--- src/verilog/mdio_defs.svh ---
// constants of the motor driver discrete i/o block
`ifndef MDIO_DEFS_SVH
`define MDIO_DEFS_SVH

// clock rate and least input level time
`define MDIO_CLK_MHZ 200
`define MDIO_IN_MIN_US 10000
`define MDIO_FILTER_CYCLES (`MDIO_IN_MIN_US * `MDIO_CLK_MHZ)
`define MDIO_FILT_CNT_W 24

// speed pulse output rate and default motor steps per revolution
`define MDIO_PULSES_PER_REV 30
`define MDIO_STEPS_PER_REV 60

// register byte offsets
`define MDIO_REG_CTRL 8'h00
`define MDIO_REG_IN_MAP 8'h04
`define MDIO_REG_OUT_MAP 8'h08
`define MDIO_REG_SPD_WIDTH 8'h0C
`define MDIO_REG_STATUS 8'h10

// register fields and reset values
`define MDIO_CTRL_TWO_WIRE 0
`define MDIO_IN_MAP_RST 24'h543210
`define MDIO_OUT_MAP_RST 20'h18820
`define MDIO_SPD_WIDTH_RST 16'h0032
`define MDIO_OUT_TERM_RST 4'h2

// axi responses
`define MDIO_RESP_OKAY 2'h0
`define MDIO_RESP_SLVERR 2'h2

// input function codes, one 4-bit code per input terminal
`define MDIO_FN_RUN_DECEL 4'h0
`define MDIO_FN_RUN_HALT 4'h1
`define MDIO_FN_DIR_SEL 4'h2
`define MDIO_FN_DS0 4'h3
`define MDIO_FN_DS1 4'h4
`define MDIO_FN_FAULT_CLR 4'h5
`define MDIO_FN_FWD_RUN 4'h6
`define MDIO_FN_BWD_RUN 4'h7
`define MDIO_FN_STOP_SEL 4'h8
`define MDIO_FN_DS2 4'h9
`define MDIO_FN_TORQUE_SEL 4'hA
`define MDIO_FN_NOTICE_CLR 4'hB
`define MDIO_FN_UNLOCK 4'hC
`define MDIO_FN_FORCED 4'hD

`endif

--- src/verilog/mdio_pkg.sv ---
// types of the motor driver discrete i/o block
package mdio_pkg;

  typedef enum logic [1:0] {MDIO_HALT_ST, MDIO_RUN_ST, MDIO_DECEL_ST} mdio_motion_type;

  // commands toward the motor control core
  typedef struct packed {
    logic run;
    logic reverse;
    logic decel_stop;
    logic instant_stop;
    logic [2:0] data_number;
    logic torque_limit_en;
    logic tool_unlock;
  } mdio_motor_cmd_type;

  // feedback from the motor control core
  typedef struct packed {
    logic step;
    logic step_fwd;
    logic rotating;
    logic torque_limiting;
    logic alarm_cause;
    logic [7:0] notice_cond;
    logic [15:0] speed_meas;
    logic [15:0] target_speed;
  } mdio_motor_fb_type;

  // whole state of the block
  typedef struct packed {
    logic [5:0] sync1;
    logic [5:0] sync2;
    logic [5:0] filt;
    logic [5:0][23:0] cnt;
    logic fclr_prev;
    logic nclr_prev;
    logic alarm;
    logic [7:0] notice;
    mdio_motion_type mot;
    logic dir_out;
    logic spd_pulse;
    logic [15:0] step_cnt;
    logic two_wire;
    logic [23:0] in_map;
    logic [19:0] out_map;
    logic [15:0] spd_width;
    logic aw_held;
    logic w_held;
    logic [7:0] aw_addr;
    logic [31:0] w_data;
    logic [3:0] w_strb;
    logic bvalid;
    logic [1:0] bresp;
    logic rvalid;
    logic [31:0] rdata;
    logic [1:0] rresp;
    logic [3:0] out_term;
    mdio_motor_cmd_type cmd;
  } mdio_state_type;

endpackage : mdio_pkg

--- src/verilog/mdio_io.sv ---
// discrete control inputs and status outputs of the motor driver
//
// Local design decisions: the placing of the registers and the AXI4-Lite register port.
`timescale 1ns/1ps
`include "mdio_defs.svh"

module mdio_io
  import mdio_pkg::*;
#(
  parameter int FILTER_CYCLES = `MDIO_FILTER_CYCLES,
  parameter int STEPS_PER_REV = `MDIO_STEPS_PER_REV
)
(
  input wire logic aclk,
  input wire logic aresetn,
  input wire logic awvalid,
  output logic awready,
  input wire logic [7:0] awaddr,
  input wire logic [2:0] awprot,
  input wire logic wvalid,
  output logic wready,
  input wire logic [31:0] wdata,
  input wire logic [3:0] wstrb,
  output logic bvalid,
  input wire logic bready,
  output logic [1:0] bresp,
  input wire logic arvalid,
  output logic arready,
  input wire logic [7:0] araddr,
  input wire logic [2:0] arprot,
  output logic rvalid,
  input wire logic rready,
  output logic [31:0] rdata,
  output logic [1:0] rresp,
  input wire logic [5:0] input_terminal,
  output logic [3:0] output_terminal,
  input wire mdio_motor_fb_type motor_fb,
  output mdio_motor_cmd_type motor_cmd
);

  localparam int TOG_STEPS = STEPS_PER_REV / (2 * `MDIO_PULSES_PER_REV);
  localparam logic [23:0] FILT_LAST = 24'(FILTER_CYCLES - 1);
  localparam logic [15:0] TOG_LAST = 16'(TOG_STEPS - 1);

  // refuse settings the counters cannot serve
  if (FILTER_CYCLES < 1 || FILTER_CYCLES >= (1 << `MDIO_FILT_CNT_W))
  begin : g_filt_chk
    $error("filter length out of range");
  end
  if (TOG_STEPS < 1 || STEPS_PER_REV % (2 * `MDIO_PULSES_PER_REV) != 0)
  begin : g_step_chk
    $error("steps per revolution must be a multiple of 60");
  end

  // level of one input function, or-ed over every terminal mapped to it
  function automatic logic fn_level(input logic [23:0] map, input logic [5:0] lvl,
                                    input logic [3:0] code);
    logic r;
    r = 1'b0;
    for (int i = 0; i < 6; i++)
    begin
      if (map[i*4 +: 4] == code)
        r = r | lvl[i];
    end
    return r;
  endfunction : fn_level

  // byte-lane merge of a register write
  function automatic logic [31:0] merge(input logic [31:0] old, input logic [31:0] data,
                                        input logic [3:0] strb);
    logic [31:0] r;
    r = old;
    for (int b = 0; b < 4; b++)
    begin
      if (strb[b])
        r[b*8 +: 8] = data[b*8 +: 8];
    end
    return r;
  endfunction : merge

  mdio_state_type s_reg, s_next;
  logic run_decel, run_halt, dir_sel, fwd_run, bwd_run, stop_sel, forced;
  logic fclr_edge, nclr_edge, run_req, instant_req, fwd_req, reached;
  logic [15:0] spd_diff;
  logic [31:0] src, status, wr_word;

  // decoded input functions from the filtered terminal levels
  assign run_decel = fn_level(s_reg.in_map, s_reg.filt, `MDIO_FN_RUN_DECEL);
  assign run_halt = fn_level(s_reg.in_map, s_reg.filt, `MDIO_FN_RUN_HALT);
  assign dir_sel = fn_level(s_reg.in_map, s_reg.filt, `MDIO_FN_DIR_SEL);
  assign fwd_run = fn_level(s_reg.in_map, s_reg.filt, `MDIO_FN_FWD_RUN);
  assign bwd_run = fn_level(s_reg.in_map, s_reg.filt, `MDIO_FN_BWD_RUN);
  assign stop_sel = fn_level(s_reg.in_map, s_reg.filt, `MDIO_FN_STOP_SEL);
  assign forced = fn_level(s_reg.in_map, s_reg.filt, `MDIO_FN_FORCED);
  assign fclr_edge = fn_level(s_reg.in_map, s_reg.filt, `MDIO_FN_FAULT_CLR)
                     & ~s_reg.fclr_prev;
  assign nclr_edge = fn_level(s_reg.in_map, s_reg.filt, `MDIO_FN_NOTICE_CLR)
                     & ~s_reg.nclr_prev;

  // speed window compare, magnitude of the error against the set speed
  assign spd_diff = (motor_fb.speed_meas >= motor_fb.target_speed)
                    ? motor_fb.speed_meas - motor_fb.target_speed
                    : motor_fb.target_speed - motor_fb.speed_meas;
  assign reached = motor_fb.rotating && spd_diff <= s_reg.spd_width;

  // run request and stop kind for either wiring mode
  always_comb
  begin
    if (s_reg.two_wire)
    begin
      run_req = fwd_run ^ bwd_run;
      fwd_req = fwd_run;
      instant_req = stop_sel && !run_req;
    end
    else
    begin
      run_req = run_decel && run_halt;
      fwd_req = dir_sel;
      instant_req = !run_halt;
    end
  end

  // selectable output sources; codes above the notices read as off
  assign src = {16'h0000, s_reg.notice, reached, |s_reg.notice, motor_fb.rotating,
                s_reg.alarm, s_reg.dir_out, motor_fb.torque_limiting, ~s_reg.alarm,
                s_reg.spd_pulse};

  assign status = {14'h0000, reached, s_reg.cmd.run, s_reg.notice, s_reg.dir_out,
                   s_reg.alarm, s_reg.filt};

  // handshakes come straight from the hold flags
  assign awready = !s_reg.aw_held;
  assign wready = !s_reg.w_held;
  assign arready = !s_reg.rvalid;
  assign bvalid = s_reg.bvalid;
  assign bresp = s_reg.bresp;
  assign rvalid = s_reg.rvalid;
  assign rdata = s_reg.rdata;
  assign rresp = s_reg.rresp;
  assign output_terminal = s_reg.out_term;
  assign motor_cmd = s_reg.cmd;

  always_comb
  begin
    s_next = s_reg;
    wr_word = 32'h00000000;

    // two flops, then a level must hold a whole filter span to be taken
    s_next.sync1 = input_terminal;
    s_next.sync2 = s_reg.sync1;
    for (int i = 0; i < 6; i++)
    begin
      if (s_reg.sync2[i] == s_reg.filt[i])
        s_next.cnt[i] = 24'h000000;
      else if (s_reg.cnt[i] == FILT_LAST)
      begin
        s_next.filt[i] = s_reg.sync2[i];
        s_next.cnt[i] = 24'h000000;
      end
      else
        s_next.cnt[i] = s_reg.cnt[i] + 24'h000001;
    end
    s_next.fclr_prev = fn_level(s_reg.in_map, s_reg.filt, `MDIO_FN_FAULT_CLR);
    s_next.nclr_prev = fn_level(s_reg.in_map, s_reg.filt, `MDIO_FN_NOTICE_CLR);

    // alarm latch: clear only once the cause is gone, a new cause wins
    if (fclr_edge && !motor_fb.alarm_cause)
      s_next.alarm = 1'b0;
    if (motor_fb.alarm_cause)
      s_next.alarm = 1'b1;

    // notice latches, same set-over-clear order
    if (nclr_edge)
      s_next.notice = 8'h00;
    s_next.notice = s_next.notice | motor_fb.notice_cond;

    // direction output follows the last rotation actually seen
    if (motor_fb.step)
      s_next.dir_out = motor_fb.step_fwd;

    // speed pulse toggles every TOG_STEPS motor steps
    if (motor_fb.step)
    begin
      if (s_reg.step_cnt == TOG_LAST)
      begin
        s_next.step_cnt = 16'h0000;
        s_next.spd_pulse = !s_reg.spd_pulse;
      end
      else
        s_next.step_cnt = s_reg.step_cnt + 16'h0001;
    end

    // motion sequencer; forced halt and alarms stop without a ramp
    unique case (s_reg.mot)
      MDIO_RUN_ST:
      begin
        if (!run_req)
          s_next.mot = instant_req ? MDIO_HALT_ST : MDIO_DECEL_ST;
      end
      MDIO_DECEL_ST:
      begin
        if (instant_req || !motor_fb.rotating)
          s_next.mot = MDIO_HALT_ST;
        else if (run_req)
          s_next.mot = MDIO_RUN_ST;
      end
      MDIO_HALT_ST:
      begin
        if (run_req)
          s_next.mot = MDIO_RUN_ST;
      end
    endcase
    if (forced || s_next.alarm)
      s_next.mot = MDIO_HALT_ST;

    // commands track the next motion state so they land with it
    s_next.cmd.run = s_next.mot == MDIO_RUN_ST;
    s_next.cmd.decel_stop = s_next.mot == MDIO_DECEL_ST;
    s_next.cmd.instant_stop = s_next.mot == MDIO_HALT_ST;
    if (run_req)
      s_next.cmd.reverse = !fwd_req;
    s_next.cmd.data_number = {fn_level(s_reg.in_map, s_reg.filt, `MDIO_FN_DS2),
                              fn_level(s_reg.in_map, s_reg.filt, `MDIO_FN_DS1),
                              fn_level(s_reg.in_map, s_reg.filt, `MDIO_FN_DS0)};
    s_next.cmd.torque_limit_en = fn_level(s_reg.in_map, s_reg.filt,
                                          `MDIO_FN_TORQUE_SEL);
    s_next.cmd.tool_unlock = fn_level(s_reg.in_map, s_reg.filt,
                                      `MDIO_FN_UNLOCK);

    // output terminals pick a source each; registered to stay glitch free
    for (int t = 0; t < 4; t++)
      s_next.out_term[t] = src[s_reg.out_map[t*5 +: 5]];

    // axi write: address and data taken in either order, answer after both
    if (awvalid && !s_reg.aw_held)
    begin
      s_next.aw_held = 1'b1;
      s_next.aw_addr = awaddr;
    end
    if (wvalid && !s_reg.w_held)
    begin
      s_next.w_held = 1'b1;
      s_next.w_data = wdata;
      s_next.w_strb = wstrb;
    end
    if (s_reg.bvalid && bready)
      s_next.bvalid = 1'b0;
    if (s_reg.aw_held && s_reg.w_held && !s_reg.bvalid)
    begin
      s_next.aw_held = 1'b0;
      s_next.w_held = 1'b0;
      s_next.bvalid = 1'b1;
      s_next.bresp = `MDIO_RESP_OKAY;
      unique case (s_reg.aw_addr)
        `MDIO_REG_CTRL:
        begin
          wr_word = merge({31'h00000000, s_reg.two_wire}, s_reg.w_data, s_reg.w_strb);
          s_next.two_wire = wr_word[`MDIO_CTRL_TWO_WIRE];
        end
        `MDIO_REG_IN_MAP:
        begin
          wr_word = merge({8'h00, s_reg.in_map}, s_reg.w_data, s_reg.w_strb);
          s_next.in_map = wr_word[23:0];
        end
        `MDIO_REG_OUT_MAP:
        begin
          wr_word = merge({12'h000, s_reg.out_map}, s_reg.w_data, s_reg.w_strb);
          s_next.out_map = wr_word[19:0];
        end
        `MDIO_REG_SPD_WIDTH:
        begin
          wr_word = merge({16'h0000, s_reg.spd_width}, s_reg.w_data, s_reg.w_strb);
          s_next.spd_width = wr_word[15:0];
        end
        `MDIO_REG_STATUS: ; // read only, write dropped
        default: s_next.bresp = `MDIO_RESP_SLVERR;
      endcase
    end

    // axi read: data one cycle after the address is taken
    if (s_reg.rvalid && rready)
      s_next.rvalid = 1'b0;
    if (arvalid && !s_reg.rvalid)
    begin
      s_next.rvalid = 1'b1;
      s_next.rresp = `MDIO_RESP_OKAY;
      unique case (araddr)
        `MDIO_REG_CTRL: s_next.rdata = {31'h00000000, s_reg.two_wire};
        `MDIO_REG_IN_MAP: s_next.rdata = {8'h00, s_reg.in_map};
        `MDIO_REG_OUT_MAP: s_next.rdata = {12'h000, s_reg.out_map};
        `MDIO_REG_SPD_WIDTH: s_next.rdata = {16'h0000, s_reg.spd_width};
        `MDIO_REG_STATUS: s_next.rdata = status;
        default:
        begin
          s_next.rdata = 32'h00000000;
          s_next.rresp = `MDIO_RESP_SLVERR;
        end
      endcase
    end
  end

  // one register for the whole state; halt and fault-free outputs at reset
  always_ff @(posedge aclk)
  begin
    if (!aresetn)
    begin
      s_reg <= '0;
      s_reg.in_map <= `MDIO_IN_MAP_RST;
      s_reg.out_map <= `MDIO_OUT_MAP_RST;
      s_reg.spd_width <= `MDIO_SPD_WIDTH_RST;
      s_reg.out_term <= `MDIO_OUT_TERM_RST;
      s_reg.cmd.instant_stop <= 1'b1;
    end
    else
      s_reg <= s_next;
  end
endmodule : mdio_io

--- config.mk ---
export PLATFORM = sky130hd
export DESIGN_NAME = mdio_io
export DESIGN_NICKNAME = d
export VERILOG_FILES = /design/src/verilog/mdio_pkg.sv /design/src/verilog/mdio_io.sv
export VERILOG_INCLUDE_DIRS = /design/src /design/src/verilog
export SDC_FILE = /design/constraint.sdc
export NUM_CORES = 1
export LEC_CHECK = 0
export BUFFER_PORTS_ARGS = -buffer_cell sky130_fd_sc_hd__buf_2
export CORE_MARGIN = 3
export CORE_UTILIZATION = 60
export CTS_CLUSTER_SIZE = 10
export DETAILED_ROUTE_END_ITERATION = 16
export PLACE_DENSITY = 0.82
export SKIP_LAST_GASP = 1
export SLEW_MARGIN = 20
export SYNTH_ARGS = -nofsm -noshare
export SYNTH_HDL_FRONTEND = slang
export SYNTH_SLANG_ARGS = --single-unit
--- constraint.sdc ---
create_clock -name aclk -period 5.95 [get_ports aclk]
set_clock_uncertainty 0.05 [all_clocks]
set_input_delay 0.595 -clock aclk [delete_from_list [all_inputs] [get_ports aclk]]
set_output_delay 0.595 -clock aclk [all_outputs]
set_load 0.01 [all_outputs]
; After elaboration in Yosys (flattened, before gate mapping)
; Cells that the tools add are included.
[word_totals]
inputBits = 116
out_inout_bits = 54
regBits = 342
word_cells = 425
[op_classes]
bitwise_logic = 84
order_cmp = 6
mux = 113
addsub = 9
n_reduce_logical = 62
n_eq_ne = 102
[op_table]
columns = cell, n
row1 = $add 24x1->24 const B, 6
row2 = $eq 24x21->1 const B, 6
row3 = $eq 4x4->1 const B, 36
row4 = $pmux 24 s5, 1
row5 = $eq 4x3->1 const B, 24
row6 = $mux 1, 95
row7 = $or 1x1->1, 70
row8 = $eq 4x2->1 const B, 12
row9 = $mux 35, 1
row10 = $eq 8x4->1 const B, 4
row11 = $mux 16, 2
row12 = $sub 16x16->16, 2
row13 = $reduce_and 3->1, 9
row14 = $eq 4x1->1 const B, 6
row15 = $logic_not 4->1, 6
row16 = $lt 5x6->1 const B, 4
row17 = $bmux 1 s5, 4
row18 = $reduce_or 3->1, 6
row19 = $add 16x1->16 const B, 1
row20 = $eq 8x3->1 const B, 2
row21 = $eq 8x5->1 const B, 2
row22 = $ge 16x16->1, 1
row23 = $le 16x16->1, 1
row24 = $logic_not 16->1, 1
row25 = other kinds (21), 74

; Longest topological paths before layout
; Gate-level depths: netlist of the first run.
[logic_depth]
ltp_word = 21
ltp_mapped = 21
ltp_nobuf = 19

; Worst setup path before layout of the first run
; No wires, ideal clock.
[synth_timing]
path_type = input-to-reg
startpoint = in motor_fb[16] (netlist bit)
endpoint = reg s_reg (netlist bit output_terminal[2])
setup_slack_ps = 1478
arrival_ps = 4310
stages = 21
path_cell_list = inv_1 > ha_1 > inv_1 > fa_1 > a21o_1 > a21oi_2 > a211oi_1 > o31a_1 > buf_2 > buf_4 > o211ai_1 > o21ai_0 > xnor2_1 > ha_1 > a21o_1 > a21o_1 > a211oi_1 > o21bai_1 > a311oi_1 > o211ai_1 > a2111oi_1
[synth_via]
elab_chain_cells = 6
word_cells_on_any_way = 8
[synth_lines]
columns = item, line
row1 = "start, declared", mdio_io.sv:37  ; input wire mdio_motor_fb_type motor_fb,
row2 = "$sub 16x16->16, or another cell as far along", mdio_io.sv:103  ; : motor_fb.target_speed - motor_fb.speed_meas;
row3 = $mux 16 *, mdio_io.sv:102  ; ? motor_fb.speed_meas - motor_fb.target_speed
row4 = $le 16x16->1 *, mdio_io.sv:104  ; assign reached = motor_fb.rotating && spd_diff <= s_reg.spd_width;
row5 = $logic_and 1x1->1 *, mdio_io.sv:104
row6 = $bmux 1 s5 *, mdio_io.sv:232  ; s_next.out_term[t] = src[s_reg.out_map[t*5 +: 5]];
row7 = $mux 1 (implied by the code) *, mdio_io.sv:232
row8 = "end signal, assigned", mdio_io.sv:315  ; s_reg <= s_next;
row9 = "end, declared", mdio_io.sv:81  ; mdio_state_type s_reg, s_next;
; Every way passes the cells marked *; elsewhere a longest branch is shown, timed or not. The select of a mux whose other input is x is not followed.
; A chain may end at the register's enable or synchronous reset.

; Worst setup path in the final report of the first run
; Ends and elaborated chain as after synthesis.

==> results of run 1 <==
power groups by stage:
stage | sequential, mW | combinational [mW] | clock [mW]
detailed placement | 2.34 | 0.414 | 0
global route | 2.30 | 0.469 | 2.28
finish | 2.30 | 0.415 | 2.14
floorplan | 2.32 | 0.314 | 0
global placement | 2.34 | 0.400 | 0
CTS | 2.29 | 0.416 | 2.19
logic make-up after synthesis:
| kind of cell | share of synthesized area, % |
|---|---|
| DFF | 39.3 |
| xor gates and xnor gates | 8.29 |
| other | 0.0222 |
| and+or+nand+nor | 24.9 |
| AOI/OAI and AO/OA | 12.7 |
| muxes | 3.81 |
| buffers and inverters | 6.68 |
| adders and majority gates | 4.31 |
cell usage after synthesis, types with 19 or more instances:
master	n	area (um^2)
clkbuf_1	68	255
o22ai_1	24	150
a21o_1	29	218
nor2_1	266	998
mux2i_1	35	350
and3_1	31	194
buf_4	55	413
ha_1	55	688
inv_1	80	300
or3_1	19	119
a22oi_1	30	225
xor2_1	95	832
dfxtp_1	332	6650
nor3_1	41	205
a21oi_1	123	616
o21ai_0	27	135
and2_1	19	119
nand4_1	47	294
buf_2	19	95.1
nand3_1	83	415
xnor2_1	65	569
nand2_1	260	976
worst paths after layout:
kind,to,slack [ps],cells past startpoint
min reg2reg,s_reg[344]$_SDFF_PN0_,380,1
max,output_terminal[2]$_SDFF_PN0_,1170,20
max reg2reg,output_terminal[2]$_SDFF_PN0_,3150,9
min,rvalid$_SDFFE_PN0P_,200,2
cell type report:
type / count / area share, %
antenna: 2 / 0.0271
clock buffer: 44 / 5.55
clock inverter: 6 / 0.494
inverter: 80 / 1.64
multi-input combinational: 1489 / 49.7
sequential: 332 / 36.0
tap: 372 / 2.52
timing repair buffer: 149 / 4.10
routing by layer:
metal	vias up	part of all wire [%]	routed length (um)	global-route usage, %
met5	-	0	0	0
met3	130	5.8	2420	3.72
met2	516	48	20100	46.3
met1	6791	42	17600	33.9
met4	0	4.2	1770	11.7
li1	7065	-	-	-
per-stage QoR:
stage	worst slack [ps]	instances	util, %
CTS	1270	2472	67.6
detailed placement	746	2422	63.5
global placement	765	2422	63.5
global route	891	2474	67.6
finish	1170	2474	67.6
floorplan	1480	2050	-
==> metrics.txt, run 1 <==
outcome=complete, no violations; RePlAce Congestion=0.943; f_max=0.209 GHz; Reg-to-Reg Start=s_reg[106]$_SDFFE_PN0P_; combinational fraction of design power=8.6%; most common cell after layout, fill and taps aside=dfxtp_1; Sink Count=332; Synth Warn #=0; Avg Vias per Cell=5.86; Critical Path Source Type=input pin; post-synthesis average cell area=8.28 um^2; Placed Area=17,300 um^2; post-route cell area=18,500 um^2; Post-CTS Setup Repair Bufs=0; switching part of the total=23.9%; CP Data Required Time=6310 ps; Filler cells=2,281; drt drc=0; Mapped Area=16,900 um^2; share of layout cells above drive strength 1=12.0%; Leak=6.85 nW; most frequent cells in the layout=332 x dfxtp_1, 266 x nor2_1, 260 x nand2_1; Worst-path clk slew=50 ps; Seq cells post-synth=332; Switch Pwr=1.16 mW; CTS Hold Bufs=0; period utilization=80.3%; sequential fraction of the synthesis area=39.3%; CP cell instances=buf_2 -> inv_1 -> ha_1 -> inv_1 -> fa_1 -> a21o_1 -> a21oi_2 -> a211oi_1 -> o31a_1 -> or3_1 -> o21ai_0 -> xnor2_1 -> ha_1 -> a21o_1 -> a21o_1 -> a211oi_1 -> o21bai_1 -> a311oi_1 -> o211ai_1 -> a2111oi_1; I/O pin count=170; Clock power frac=44.1%; largest net degree at the start of global routing=64; Syn-to-layout area delta=9.30%; Die X=174 um; Detailed Place HPWL=30.9 mm; drt total wl=41.9 mm; worst skew pair latency=530 ps; max reg flops=285; setup_tns=0 ps; H-tree levels=2; total power=4.85 mW; GRT Total Usage=27.0%; DR pass1 iterations=5; CTS tree=built; Initial DRC Count=982; Starting Density=61.8%; CP Data Arrival Time=5130 ps; Crit Path Max Fanout=21; Slew Limit Fails=0; Least-Margin Pin Slew=1030 ps; unrepaired setup endpoints after global routing=false; Hold WS=200 ps; Synth async-reset ratio=0%; final hold violation count=0; Post-synth EDFFs=0; Rel. slew slack=31.0%; Max-Cap Viols=0; Die Area=30,200 um^2; Syn Inst Count=2,041; total CTS buffers=40; IO Port Bufs=144; crit-path leading delay family=compound AO/OA/AOI/OAI gates; ANT nets after route=0; CP Capture Type=register; detailed-route via count=14,500; final setup vio count=0; Routed wire per std cell=16.9 um; CP dominant cell by count=a21o_1; Placeable Area=27,300 um^2; biggest cell delay along the critical path=630 ps; Min Clock Period, post-route=4780 ps; Post-CTS Resized=0; WP buf/inv=3; GRT overflow=0; Die Ht=174 um; number of antenna violations at the first check in global routing=2; hold_sp=rready; clock root cell=clkbuf_16; CP startpoint=motor_fb[16]; maximum VDD drop=222 uV; ys flop type=dfxtp_1; Layout Nets=2,265; Min-Delay Path Class=in2reg; Rows=60; vias in the first global route=14,200; first-pass GRT wire length=68.9 mm; Slowest-stage cell, CP=a311oi_1; PwrDens=263 nW/um^2; Internal=3.69 mW; area of the multi-input gates=9180 um^2; post-synthesis cell type count=76; Longest Clk Path Bufs=3; class of the most critical setup path=in2reg; Register Area=6650 um^2; Reg power frac=47.3%
Power figures use the tool's default switching activity.
==> run 2, diff against run 1 <==
- clock period: 5.95 -> 4.98 ns (I/O delays scaled with it)
==> run 2 against run 1 <==
Compared with the run above: combinational power is 21% higher; register-to-register slack lost 880 ps; final cell count is 0.12% higher; via count increased by 0.23%; first-iteration DRC count rose by 19%; flip-flop and latch count unchanged; die area unchanged; wire length shrank 0.38%; count of clock-buffer cells in the layout grew 1; critical path depth is the same; design area increased by 0.15%; sequential share of layout area shrank 0.053 points.
==> metrics.txt, run 2 (synthesis gave the netlist of run 1 again) <==
outcome=complete, no violations; setup_tns=0 ps (unchanged); Post-CTS Setup Repair Bufs=0 (unchanged); Placed Area=17,400 um^2 (about the same); largest net degree at the start of global routing=77 (+20%); I/O pin count=170 (unchanged); Crit Path Max Fanout=4 (-81%); worst skew pair latency=540 ps (about the same); Detailed Place HPWL=30.5 mm (-1.1%); most frequent cells in the layout=332 x dfxtp_1, 266 x nor2_1, 260 x nand2_1; Rows=60 (unchanged); Slew Limit Fails=0 (unchanged); Die X=174 um (unchanged); CTS Hold Bufs=0 (unchanged); H-tree levels=2 (unchanged); pre-CTS setup slack=219 ps (-527 ps); Layout Nets=2,268 (+0.13%); Leak=6.87 nW (+0.30%); class of the most critical setup path=in2reg; Least-Margin Pin Slew=990 ps (-40.4 ps); maximum VDD drop=247 uV (+12%); CP startpoint=motor_fb[16]; CP Data Required Time=5320 ps (-990 ps); biggest cell delay along the critical path=490 ps (-140 ps); PwrDens=314 nW/um^2 (+19%); Slowest-stage cell, CP=a311oi_1; WP buf/inv=3 (unchanged); GRT overflow=0 (unchanged); Sink Count=332 (unchanged); Reg-to-Reg Start=s_reg[106]$_SDFFE_PN0P_; IO Port Bufs=144 (unchanged); CP dominant cell by count=a21o_1; Min Clock Period, post-route=4310 ps; Min-Delay Path Class=in2reg; Initial DRC Count=1,166 (+19%); Rel. slew slack=33.9% (+2.8 points); first-pass GRT wire length=68.7 mm (-0.33%); ANT nets after route=0 (unchanged); Worst-path clk slew=50 ps (about the same); Placeable Area=27,300 um^2 (unchanged); period utilization=86.5%; hold_sp=rready; Antenna Cells=0 (-2); f_max=0.232 GHz; Starting Density=61.8% (unchanged); detailed-route via count=14,500 (+0.23%); CP Capture Type=register; Post-CTS Resized=0 (unchanged); Filler cells=2,329 (+2.1%); max reg flops=285 (unchanged); clock root cell=clkbuf_16; PnR worst setup slack=670 ps (-504 ps); Avg Vias per Cell=5.87 (+0.11%); DR pass1 iterations=7 (+2); Die Ht=174 um (unchanged); Routed wire per std cell=16.8 um (-0.50%); most common cell after layout, fill and taps aside=dfxtp_1; drt total wl=41.7 mm (-0.38%); share of layout cells above drive strength 1=12.1% (+0.11 points); Critical Path Source Type=input pin; crit-path leading delay family=compound AO/OA/AOI/OAI gates; CTS tree=built; final setup vio count=0 (unchanged); Final Util=67.7% (+0.10 points); total power=5.81 mW (+20%); number of antenna violations at the first check in global routing=3 (+1); post-route cell area=18,500 um^2 (+0.15%); Die Area=30,200 um^2 (unchanged); unrepaired setup endpoints after global routing=false; drt drc=0 (unchanged); Max-Cap Viols=0 (unchanged); Syn-to-layout area delta=9.46%; Longest Clk Path Bufs=3 (unchanged); CP cell instances=buf_2 -> inv_1 -> ha_1 -> inv_1 -> fa_1 -> a21o_1 -> a21oi_2 -> a211oi_1 -> o31a_1 -> or3_1 -> o21ai_0 -> xnor2_1 -> ha_1 -> a21o_1 -> a21o_1 -> a211oi_1 -> o21bai_1 -> a311oi_1 -> o211ai_1 -> a2111oi_1; vias in the first global route=14,100 (-0.53%); RePlAce Congestion=0.966 (+2.4%); GRT Total Usage=27.0% (about the same); final hold violation count=0 (unchanged); CP Data Arrival Time=4650 ps (-480 ps); total CTS buffers=40 (unchanged)
[run 2: cell count changes in the layout (fill, tap and decap cells not counted), moves of 2 or more]
cell / before / now
buf_4: 5 / 8
clkbuf_1: 3 / 5
clkinv_2: 1 / 3
diode_2: 2 / 0
inv_6: 2 / 0
[run 2: worst reg2reg max path, stage by stage, from the launching register on]
cell       delay [ps]
dfxtp_1           390
inv_1              70
ha_1              310
a21o_1            180
a21o_1            170
a211oi_1          260
o21bai_1          110
a311oi_1          490
o211ai_1          150
a2111oi_1         410
[run 2: final timing paths]
| check | to | slack, ps | cells past startpoint |
|---|---|---|---|
| worst max-delay path | output_terminal[2]$_SDFF_PN0_ | 670 | 20 |
| worst min-delay path | rvalid$_SDFFE_PN0P_ | 90 | 2 |
| worst max register to register | output_terminal[2]$_SDFF_PN0_ | 2270 | 9 |
| worst min register to register | s_reg[344]$_SDFF_PN0_ | 380 | 1 |
[run 2: metal layers]
metal  share of wire, %  global-route usage [%]
met5               0.10                       0
met4                4.0                    11.4
met3                6.3                    4.16
met2                 48                    47.1
met1                 41                    33.1
[run 2: power breakdown]
part           switching (mW)  total, mW  internal, mW
Combinational           0.289      0.504         0.216
Clock                    1.05       2.56          1.51
Sequential             0.0481       2.74          2.70
[run 2: layout make-up]
cell class	count	area (um^2)	area share, %
inverter	80	303	1.64
clock buffer	45	1020	5.51
timing repair buffer	152	781	4.22
sequential	332	6650	35.9
clock inverter	7	111	0.602
tap	372	465	2.52
multi-input combinational	1489	9170	49.6
[run 2: metrics by stage]
stage / hold slack, ps / instances
3_5_place_dp: 368 / 2425
6_report: 91.9 / 2477
3_3_place_gp: 371 / 2425
5_1_grt: 94.5 / 2477
4_1_cts: 71.5 / 2477
2_1_floorplan: 361 / 2050
